<file path="config.mk">
export PLATFORM = sky130hd
export DESIGN_NAME = ppgd_gen
export DESIGN_NICKNAME = d
export VERILOG_FILES = /design/src/rtl/ppgd_pkg.sv /design/src/rtl/ppgd_gen.sv /design/src/rtl/ppgd_spread.sv
export SDC_FILE = /design/constraint.sdc
export NUM_CORES = 1
export LEC_CHECK = 0
export BUFFER_PORTS_ARGS = -buffer_cell sky130_fd_sc_hd__buf_2
export CAP_MARGIN = 20
export CORE_ASPECT_RATIO = 1.4
export CORE_MARGIN = 2
export CORE_UTILIZATION = 60
export CTS_BUF_LIST = sky130_fd_sc_hd__clkbuf_4
export CTS_CLUSTER_DIAMETER = 200
export DETAILED_ROUTE_END_ITERATION = 7
export GPL_TIMING_DRIVEN = 1
export MAX_ROUTING_LAYER = met4
export PLACE_DENSITY = 0.75
export SLEW_MARGIN = 30
export SYNTH_ARGS = -nofsm -noshare
export SYNTH_HDL_FRONTEND = slang
export SYNTH_SLANG_ARGS = --single-unit
</file>
<file path="constraint.sdc">
create_clock -name CORE_CLK -period 3.5 [get_ports CORE_CLK]
set_input_delay 0.525 -clock CORE_CLK [delete_from_list [all_inputs] [get_ports CORE_CLK]]
set_output_delay 0.525 -clock CORE_CLK [all_outputs]
set_load 0.02 [all_outputs]
</file>
<file path="src/rtl/ppgd_pkg.sv">
package ppgd_pkg;

  // --------------------------------------------------------------------------
  // clock and timing figures
  // --------------------------------------------------------------------------
  localparam int CLK_HZ       = 100000000;  // core clock rate
  localparam int FSW_A_HZ     = 160000;     // nominal switching rate, variant a
  localparam int FSW_B_HZ     = 424000;     // nominal switching rate, variant b
  localparam int DEAD_A_NS    = 115;        // break-before-make time, variant a
  localparam int DEAD_B_NS    = 90;         // break-before-make time, variant b
  localparam int CARRIER_HZ   = 25000000;   // on-off keying carrier rate

  // --------------------------------------------------------------------------
  // derived cycle counts
  // --------------------------------------------------------------------------
  localparam int LEN_W        = 10;         // width of half-period counters
  // half period is one oscillator cycle; the gate period is two of them
  localparam logic [9:0] HALF_A_CYC = 10'(CLK_HZ / (2 * FSW_A_HZ));
  localparam logic [9:0] HALF_B_CYC = 10'(CLK_HZ / (2 * FSW_B_HZ));
  // a least time, so round up
  localparam logic [9:0] DEAD_A_CYC = 10'((DEAD_A_NS * (CLK_HZ / 1000000) + 999) / 1000);
  localparam logic [9:0] DEAD_B_CYC = 10'((DEAD_B_NS * (CLK_HZ / 1000000) + 999) / 1000);
  localparam logic [1:0] CAR_HALF_CYC = 2'(CLK_HZ / (2 * CARRIER_HZ));

  // --------------------------------------------------------------------------
  // spread spectrum sweep
  // --------------------------------------------------------------------------
  localparam logic [9:0] SS_SPAN  = 10'h008;  // sweep depth in cycles each way
  localparam logic [9:0] LEN_RST  = 10'h000;  // offset after reset

  localparam int NCH = 4;                     // data channels

endpackage

</file>
<file path="src/rtl/ppgd_gen.sv">
`timescale 1ns/1ns
`default_nettype none

// Contract
// - The gate rate is the oscillator divided by two, one phase per oscillator cycle.
// - Two complementary gate outputs drive the switches alternately and are never high together.
// - A dead-time gap separates the end of one high pulse from the start of the other.
// - Both outputs stay low for a short interval before either one may go high.
// - Each data channel sends a carrier for one logic level and nothing for the other.
// - The high pulses of both phases have exactly the same length.
// - The switching clock is modulated so emissions spread over several frequencies.
module ppgd_gen #(
  parameter bit VARIANT_B    = 1'b0,                 // 0: slow variant, 1: fast variant
  parameter bit DEFAULT_HIGH = 1'b1                  // channel default output level
) (
  input  wire logic                     CORE_CLK,     // core clock, 100 MHz
  input  wire logic                     RST,          // synchronous reset, active high
  input  wire logic                     DRV_EN,       // transformer drive enable
  input  wire logic [ppgd_pkg::NCH-1:0] CH_DATA,      // channel logic inputs
  output logic                          GATE_FIRST,   // gate of first_output_switch
  output logic                          GATE_SECOND,  // gate of second_output_switch
  output logic [ppgd_pkg::NCH-1:0]      CH_CARRIER    // carrier_on_off_keying outputs
);

  // ---------------------------------------------------------------------------
  // variant selection
  // ---------------------------------------------------------------------------
  localparam logic [9:0] NOMINAL  = VARIANT_B ? ppgd_pkg::HALF_B_CYC
                                              : ppgd_pkg::HALF_A_CYC;
  localparam logic [9:0] DEAD_CYC = VARIANT_B ? ppgd_pkg::DEAD_B_CYC
                                              : ppgd_pkg::DEAD_A_CYC;
  localparam logic [ppgd_pkg::NCH-1:0] DEF_MASK = {ppgd_pkg::NCH{DEFAULT_HIGH}};

  logic       run;
  logic       phase;
  logic [9:0] pos;
  logic [9:0] half_len;
  logic       osc_tick;
  logic       ss_step;

  // ---------------------------------------------------------------------------
  // oscillator and divide by two
  // ---------------------------------------------------------------------------
  // enable is registered so stop and restart act on a clean cycle boundary
  always_ff @(posedge CORE_CLK) begin
    if (RST) begin
      run <= 1'b0;
    end else begin
      run <= DRV_EN;
    end
  end

  assign osc_tick = run && (pos == half_len - 10'h001);
  // the sweep only moves after the second phase, so both halves of a period
  // share one length
  assign ss_step  = osc_tick && phase;

  ppgd_spread #(
    .NOMINAL (NOMINAL)
  ) u_spread (
    .clk      (CORE_CLK),
    .rst      (RST),
    .step     (ss_step),
    .half_len (half_len)
  );

  // position inside the current oscillator cycle
  always_ff @(posedge CORE_CLK) begin
    if (RST || !run) begin
      pos <= 10'h000;
    end else if (osc_tick) begin
      pos <= 10'h000;
    end else begin
      pos <= pos + 10'h001;
    end
  end

  // phase flips once per oscillator cycle, giving half the oscillator rate
  always_ff @(posedge CORE_CLK) begin
    if (RST || !run) begin
      phase <= 1'b0;
    end else if (osc_tick) begin
      phase <= ~phase;
    end
  end

  // ---------------------------------------------------------------------------
  // dead_time_gap_logic and gate outputs
  // ---------------------------------------------------------------------------
  // every half opens with the gap, including the first half after enable, so
  // restart never shorts the primary ends
  always_ff @(posedge CORE_CLK) begin
    if (RST || !run) begin
      GATE_FIRST  <= 1'b0;
      GATE_SECOND <= 1'b0;
    end else if (osc_tick) begin
      GATE_FIRST  <= 1'b0;
      GATE_SECOND <= 1'b0;
    end else if (pos == DEAD_CYC - 10'h001) begin
      GATE_FIRST  <= ~phase;
      GATE_SECOND <= phase;
    end
  end

  // ---------------------------------------------------------------------------
  // carrier_on_off_keying transmit
  // ---------------------------------------------------------------------------
  logic [1:0] car_cnt;
  logic       car_level;
  logic [ppgd_pkg::NCH-1:0] want;

  // the default level maps to silence, so a lost carrier reads as default
  assign want = CH_DATA ^ DEF_MASK;

  always_ff @(posedge CORE_CLK) begin
    if (RST) begin
      car_cnt   <= 2'h0;
      car_level <= 1'b0;
    end else if (car_cnt == ppgd_pkg::CAR_HALF_CYC - 2'h1) begin
      car_cnt   <= 2'h0;
      car_level <= ~car_level;
    end else begin
      car_cnt <= car_cnt + 2'h1;
    end
  end

  // one keyed output flop per channel
  genvar ch;
  generate
    for (ch = 0; ch < ppgd_pkg::NCH; ch++) begin : g_ch
      always_ff @(posedge CORE_CLK) begin
        if (RST) begin
          CH_CARRIER[ch] <= 1'b0;
        end else begin
          CH_CARRIER[ch] <= want[ch] & car_level;
        end
      end
    end
  endgenerate

  logic [9:0] low_cnt;
  logic [9:0] hi_first;
  logic [9:0] hi_second;
  logic [9:0] last_first;

  // helper: cycles both gates have been low, and high widths per phase
  always_ff @(posedge CORE_CLK) begin
    if (RST) begin
      low_cnt    <= 10'h000;
      hi_first   <= 10'h000;
      hi_second  <= 10'h000;
      last_first <= 10'h000;
    end else begin
      // saturates, so a long idle cannot wrap round and fake a short gap
      low_cnt   <= (GATE_FIRST || GATE_SECOND) ? 10'h000
                 : low_cnt + {9'h000, (low_cnt != 10'h3FF)};
      hi_first  <= GATE_FIRST ? hi_first + 10'h001 : 10'h000;
      hi_second <= GATE_SECOND ? hi_second + 10'h001 : 10'h000;
      if (!run) begin
        last_first <= 10'h000;
      end else if (!GATE_FIRST && hi_first != 10'h000) begin
        last_first <= hi_first;
      end
    end
  end
endmodule

`default_nettype wire

</file>
<file path="src/rtl/ppgd_spread.sv">
`timescale 1ns/1ns
`default_nettype none

// triangle sweep of the oscillator half period; the length only moves on a
// step pulse, which the caller gives once per full gate period
module ppgd_spread #(
  parameter logic [9:0] NOMINAL = 10'h100        // nominal half period in cycles
) (
  input  wire logic       clk,                   // core clock
  input  wire logic       rst,                   // synchronous reset
  input  wire logic       step,                  // one-cycle pulse, advance sweep
  output logic      [9:0] half_len               // current half period length
);

  logic [9:0] offset;
  logic       going_up;

  // ---------------------------------------------------------------------------
  // sweep state
  // ---------------------------------------------------------------------------
  // a triangle keeps neighbouring periods close, so the flux walk stays small
  always_ff @(posedge clk) begin
    if (rst) begin
      offset   <= ppgd_pkg::LEN_RST;
      going_up <= 1'b1;
    end else if (step) begin
      if (going_up) begin
        if (offset == ppgd_pkg::SS_SPAN) begin
          going_up <= 1'b0;
          offset   <= offset - 10'h001;
        end else begin
          offset <= offset + 10'h001;
        end
      end else begin
        if (offset == (10'h000 - ppgd_pkg::SS_SPAN)) begin
          going_up <= 1'b1;
          offset   <= offset + 10'h001;
        end else begin
          offset <= offset - 10'h001;
        end
      end
    end
  end

  // length is a flop so it can only change with the sweep step
  always_ff @(posedge clk) begin
    if (rst) begin
      half_len <= NOMINAL;
    end else begin
      half_len <= NOMINAL + offset;
    end
  end

endmodule

`default_nettype wire
</file>
# Word-level counts from Yosys, hierarchy flattened
# Index checks and enable logic that the tools add are counted.
[totals]
reg_bits = 42
latchBits = 0
ramBits = 0
mem_bits_ro = 0
in_bits = 7
elab_cells = 44
n_memories = 0
[classes]
addsub = 6
multipliers = 0
div = 0
order_cmp = 0
eq_ne = 5
shifts = 0
muxes = 6
bitwise = 7
n_reduce_logical = 6
[ops]
columns = ["op", "n"]
rows = [
  ["two-way mux 10 bit", 3],
  ["adder 10 x 1 -> 10 bit (second input constant)", 2],
  ["equality test 10 x 4 -> 1 bit (second input constant)", 2],
  ["subtractor 10 x 1 -> 10 bit (second input constant)", 2],
  ["adder 9 x 10 -> 10 bit (first input constant)", 1],
  ["equality test 10 bit", 1],
  ["equality test 10 bit (second input constant)", 1],
  ["bitwise AND 1 bit", 4],
  ["NOT 4 bit", 1],
  ["OR reduction 2 bit", 2],
  ["two-way mux 1 bit", 3],
  ["adder 2 x 1 -> 2 bit (second input constant)", 1],
  ["equality test 2 x 1 -> 1 bit (second input constant)", 1],
  ["logical AND 1 bit", 2],
  ["NOT 1 bit", 2],
  ["logical NOT 1 bit", 1],
  ["logical OR 1 bit", 1],
]

# Depth between registers and ports, before layout
[logic_depth]
depth_word = 4
depth_mapped = 11

# Hierarchy
# Synthesis repeated with hierarchy kept, for this count alone.
[unflattened]
cells_unflattened = 252
area_unflattened_um2 = 2223.4
[by_module_without_submodules]
columns = ["module", "instances", "cells_per_inst", "area_per_inst_um2", "seq_area_each_um2"]
rows = [
  ["ppgd_spread", 1, 123, 1123.6, 420.4],
  ["ppgd_gen", 1, 129, 1099.8, 420.4],
]

# Worst setup path after synthesis
# OpenSTA, ideal clock, no wires.
[synth_timing]
path_type = "register to register"
start = "register u_spread.half_len[0]"
end = "register u_spread.offset[7]"
setup_ns = 0.121
t_arrival_ns = 2.396
slack_ns = 0.982
stages_incl_launch_ff = 10
path_buffers = 1
period_less_slack_ns = 2.518
cell_sequence = "dfxtp_1 > inv_1 > ha_1 > buf_6 > and2b_1 > or3_2 > a31oi_1 > o2111ai_2 > or3_1 > mux2_4"
[synth_between]
elab_chain_len = 4
[synth_lines]
columns = ["item", "line", "text"]
rows = [
  ["start, declared", "ppgd_spread.sv:12", "output logic [9:0] half_len"],
  ["start signal, assigned", "ppgd_spread.sv:50", "half_len <= NOMINAL + offset;"],
  ["subtractor 10 x 1 -> 10 bit", "ppgd_gen.sv:53", "assign osc_tick = run && (pos == half_len - 10'h001);"],
  ["equality test 10 bit", "ppgd_gen.sv:53", ""],
  ["logical AND 1 bit", "ppgd_gen.sv:53", ""],
  ["logical AND 1 bit", "ppgd_gen.sv:56", "assign ss_step = osc_tick && phase;"],
  ["end signal, assigned", "ppgd_spread.sv:24", "offset <= ppgd_pkg::LEN_RST;"],
  ["end signal, assigned", "ppgd_spread.sv:30", "offset <= offset - 10'h001;"],
  ["end signal, assigned", "ppgd_spread.sv:32", "offset <= offset + 10'h001;"],
  ["end, declared", "ppgd_spread.sv:15", "logic [9:0] offset;"],
]
# No other way between the ends.
# A chain may end at the register's enable or synchronous reset.

# Worst setup path in the final report
# Same ends and word-level chain as after synthesis.

==> metrics.json <==
{
  "cts_buffer_depth": {"value": 2},
  "power.leakage": {"value": 0.0008914, "unit": "uW"},
  "post_synth_inst_count": {"value": 271},
  "post-layout-total-power": {"value": 780.4, "unit": "uW"},
  "fin_worst_skew": {"value": 0.01324, "unit": "ns"},
  "cts_resized": {"value": 0},
  "synthArstFlopShare": {"value": 0, "unit": "%"},
  "worst_r2r_startpoint": {"value": "u_spread.half_len[0]$_SDFF_PP0_"},
  "initialDrtViolationCount": {"value": 75},
  "row_count": {"value": 26},
  "grt_max_degree": {"value": 32},
  "path_max_fanout": {"value": 15},
  "worstSetupPathType": {"value": "flop to flop"},
  "timing.critical_path.from": {"value": "u_spread.half_len[0]$_SDFF_PP0_"},
  "nets": {"value": 290},
  "area_growth": {"value": 3.656, "unit": "%"},
  "yosys.area_share.adder": {"value": 4.301, "unit": "%"},
  "finalHoldViolCount": {"value": 0},
  "cts-htree-levels": {"value": 2},
  "rsz0062_at_grt": {"value": "no"},
  "yosys_warnings": {"value": 0},
  "tritoncts": {"value": "built"},
  "drv_cap": {"value": 0},
  "area_share_of_and_or_nand_nor_cells_after_synthesis": {"value": 30.91, "unit": "%"},
  "dpl-instance-area": {"value": 2350, "unit": "sq um"},
  "cts_hold_repair.buffers": {"value": 0},
  "io_buffers": {"value": 12},
  "route.vias.total": {"value": 1838},
  "antenna_violations_before_repair": {"value": 0},
  "antenna_cell_count": {"value": 0},
  "arrival": {"value": 3.26, "unit": "ns"},
  "grt_overflow": {"value": 0},
  "met2_routed_wl": {"value": 2192, "unit": "microns"},
  "synth-xor-area-share": {"value": 9.032, "unit": "%"},
  "detail_route.wl_per_cell": {"value": 13.81, "unit": "microns"},
  "synth-compound-area-share": {"value": 10.81, "unit": "%"},
  "cts_post_setup_buffers_inserted": {"value": 0},
  "syn_area_per_cell": {"value": 8.588, "unit": "sq um"},
  "wire_length_of_the_first_global_routing_pass": {"value": 7776, "unit": "microns"},
  "syn-cell-area": {"value": 2327, "unit": "sq um"},
  "hold_path.class": {"value": "primary input to flop"},
  "finalWirelength": {"value": 4390, "unit": "microns"},
  "clk_pin_slew_worst_paths": {"value": 0.13, "unit": "ns"},
  "gr-usage-all-layers": {"value": 23.09, "unit": "%"},
  "vias_per_cell": {"value": 5.780},
  "yosys-top-cells-area": {"value": "sky130_fd_sc_hd__dfxtp_1 (36%), sky130_fd_sc_hd__nor2_1 (6.5%), sky130_fd_sc_hd__xnor2_1 (5.6%), sky130_fd_sc_hd__ha_1 (4.3%), sky130_fd_sc_hd__xor2_1 (3.4%)"},
  "postSynthRegisterBits": {"value": 42},
  "first_global_vias": {"value": 1652},
  "ctsRootBufferMaster": {"value": "sky130_fd_sc_hd__clkbuf_4"},
  "max-vdd-ir-drop": {"value": 0.3225, "unit": "mV"},
  "synth_top_family_by_area": {"value": "simple AND/OR/NAND/NOR gates"},
  "synth_cell_type_count": {"value": 57},
  "final_period_minus_worst_setup_slack": {"value": 2.994, "unit": "ns"},
  "start_util": {"value": 63.31, "unit": "%"},
  "routedLengthMet1": {"value": 1919, "unit": "microns"},
  "min_from": {"value": "CH_DATA[1]"},
  "layout-drive-gt1-share": {"value": 14.13, "unit": "%"},
  "drcViolationCount": {"value": 0},
  "synth_enable_flop_cells": {"value": 0},
  "cell_area_power_density": {"value": 323.5, "unit": "nW/um^2"},
  "synth-seq-area-share": {"value": 36.13, "unit": "%"},
  "synth_nets": {"value": 286},
  "synth-main-ff-cell": {"value": "sky130_fd_sc_hd__dfxtp_1"},
  "dieWidth": {"value": 56.64, "unit": "microns"},
  "final-setup-viol-count": {"value": 0},
  "timing.critical_path.from_type": {"value": "flop"},
  "run_status": {"value": "complete, no violations"},
  "dr.max_layer_used": {"value": "met4"},
  "setup.worst_path.end_class": {"value": "flop"},
  "share_of_the_synthesized_area_in_the_top_cell_type": {"value": 36.13, "unit": "%"},
  "yosysTopAreaCell": {"value": "sky130_fd_sc_hd__dfxtp_1"},
  "max-slew-margin-rel": {"value": 56.23, "unit": "%"},
  "top_level_i_o_count": {"value": 13},
  "synth_mux_area_share": {"value": 3.495, "unit": "%"},
  "clock.fmax": {"value": 334.0, "unit": "MHz"},
  "required": {"value": 3.76, "unit": "ns"},
  "route.met3.wl": {"value": 158, "unit": "microns"},
  "cts.sinks": {"value": 42},
  "clock_insertion_delay_worst_skew": {"value": 0.37, "unit": "ns"},
  "timing.final.max_slew_violations": {"value": 0},
  "gpl.final_weighted_congestion": {"value": 0.8155},
  "min_period_over_period": {"value": 85.54, "unit": "%"},
  "drt_pre_antenna_iters": {"value": 4},
  "layout.cell_area.non_filler": {"value": 2412, "unit": "sq um"},
  "final_tns_setup": {"value": 0, "unit": "ns"},
  "worstMarginPinSlew": {"value": 0.6566, "unit": "ns"},
  "dieHeight": {"value": 77.69, "unit": "microns"},
  "dp_hpwl": {"value": 3228, "unit": "microns"},
  "floorplan.die_area": {"value": 4400, "unit": "sq um"},
  "floorplan.core_area": {"value": 3676, "unit": "sq um"},
  "cts_made_buffers": {"value": 5},
  "antenna_violating_nets_post_route": {"value": 0}
}
## power by group
group / internal, uW / switching, uW / leakage [uW]
logic: 13.8 / 19.5 / 0.000520
clock network: 81.9 / 173 / 0.0000318
registers: 488 / 4.37 / 0.000340
## layout by cell type, fill, tap and decap left out, drive strengths merged, types with 8 or more instances in the layout
| master | instances |
|---|---|
| xor2 | 9 |
| ha | 8 |
| buf | 12 |
| nand4 | 9 |
| nor2 | 40 |
| dfxtp | 42 |
| a21oi | 10 |
| inv | 10 |
| xnor2 | 15 |
| nand2 | 12 |
| or3 | 8 |
| nor3 | 12 |
## cells in the mapped netlist (2+ instances only)
cell / count
sky130_fd_sc_hd__a21oi_1: 10
sky130_fd_sc_hd__a31oi_1: 3
sky130_fd_sc_hd__and2_1: 3
sky130_fd_sc_hd__and3_1: 2
sky130_fd_sc_hd__and4_1: 2
sky130_fd_sc_hd__and4b_1: 2
sky130_fd_sc_hd__buf_2: 3
sky130_fd_sc_hd__buf_6: 4
sky130_fd_sc_hd__clkbuf_1: 8
sky130_fd_sc_hd__dfxtp_1: 42
sky130_fd_sc_hd__ha_1: 8
sky130_fd_sc_hd__inv_1: 9
sky130_fd_sc_hd__mux2_2: 5
sky130_fd_sc_hd__nand2_1: 12
sky130_fd_sc_hd__nand2b_1: 7
sky130_fd_sc_hd__nand3_1: 7
sky130_fd_sc_hd__nand3b_1: 3
sky130_fd_sc_hd__nand4_1: 9
sky130_fd_sc_hd__nor2_1: 40
sky130_fd_sc_hd__nor2b_1: 6
sky130_fd_sc_hd__nor3_1: 11
sky130_fd_sc_hd__nor4_1: 3
sky130_fd_sc_hd__o21ai_0: 7
sky130_fd_sc_hd__o31ai_1: 3
sky130_fd_sc_hd__or2_2: 2
sky130_fd_sc_hd__or3_1: 5
sky130_fd_sc_hd__or3_4: 2
sky130_fd_sc_hd__or4_1: 2
sky130_fd_sc_hd__xnor2_1: 15
sky130_fd_sc_hd__xor2_1: 9
## area by class of cell
class	instances	area, sq um
tap	42	52.55
clock buffer	5	37.54
fill	327	1264
clock inverter	3	25.02
sequential	42	840.8
inverter	9	33.78
multi-input combinational	205	1363
timing repair buffer	12	60.06
## flip-flops by register name (all words and copies together), names as in the netlist
register	flops
phase	1
run	1
GATE_FIRST	1
pos	10
u_spread.half_len	10
car_level	1
CH_CARRIER	4
car_cnt	2
u_spread.offset	10
GATE_SECOND	1
u_spread.going_up	1
## final timing paths
| path | slack [ns] | end | cells past startpoint |
|---|---|---|---|
| setup / recovery | 0.51 | u_spread.offset[7]$_SDFFE_PP0P_ | 8 |
| hold / removal | 0.29 | CH_CARRIER[1]$_SDFF_PP0_ | 2 |
| setup reg to reg | 0.51 | u_spread.offset[7]$_SDFFE_PP0P_ | 8 |
| hold reg to reg | 0.45 | car_cnt[0]$_SDFF_PP0_ | 1 |
## logic make-up (layout without fill, tap and decap cells)
logic type | count (synthesis) | in the layout
AO/OA/AOI/OAI | 36 | 36
XOR/XNOR | 24 | 24
adder cells (fa/ha/maj) | 8 | 8
buffers and inverters | 24 | 29
flip-flops | 42 | 42
multiplexers | 7 | 7
AND/OR/NAND/NOR | 130 | 130
## worst max-delay path, stage by stage, from the launching register on
cell and delay, ns:
sky130_fd_sc_hd__dfxtp_1 0.42, sky130_fd_sc_hd__inv_1 0.07, sky130_fd_sc_hd__ha_1 0.33, sky130_fd_sc_hd__and2b_1 0.21, sky130_fd_sc_hd__or3_2 0.45, sky130_fd_sc_hd__a31oi_1 0.22, sky130_fd_sc_hd__o2111ai_2 0.39, sky130_fd_sc_hd__or3_1 0.49
sky130_fd_sc_hd__mux2_4 0.30
## metal layers
metal / vias to the layer above / track usage, %
met5: - / -
met4: 0 / 10.00
met1: 837 / 28.80
met3: 9 / 4.000
met2: 37 / 36.51
li1: 955 / -
## through the flow
stage | hold WS [ns] | std cells | worst slack (ns) | utilization, %
finish | 0.2885 | 318 | 0.5061 | 65.62
floorplan | 0.4030 | 271 | 0.9825 | -
global route | 0.2660 | 318 | 0.3103 | 65.62
global placement | 0.4204 | 310 | 0.5879 | 63.92
detailed placement | 0.4387 | 310 | 0.5408 | 63.92
CTS | 0.2730 | 318 | 0.4977 | 65.62
Power figures use the tool's default switching activity.
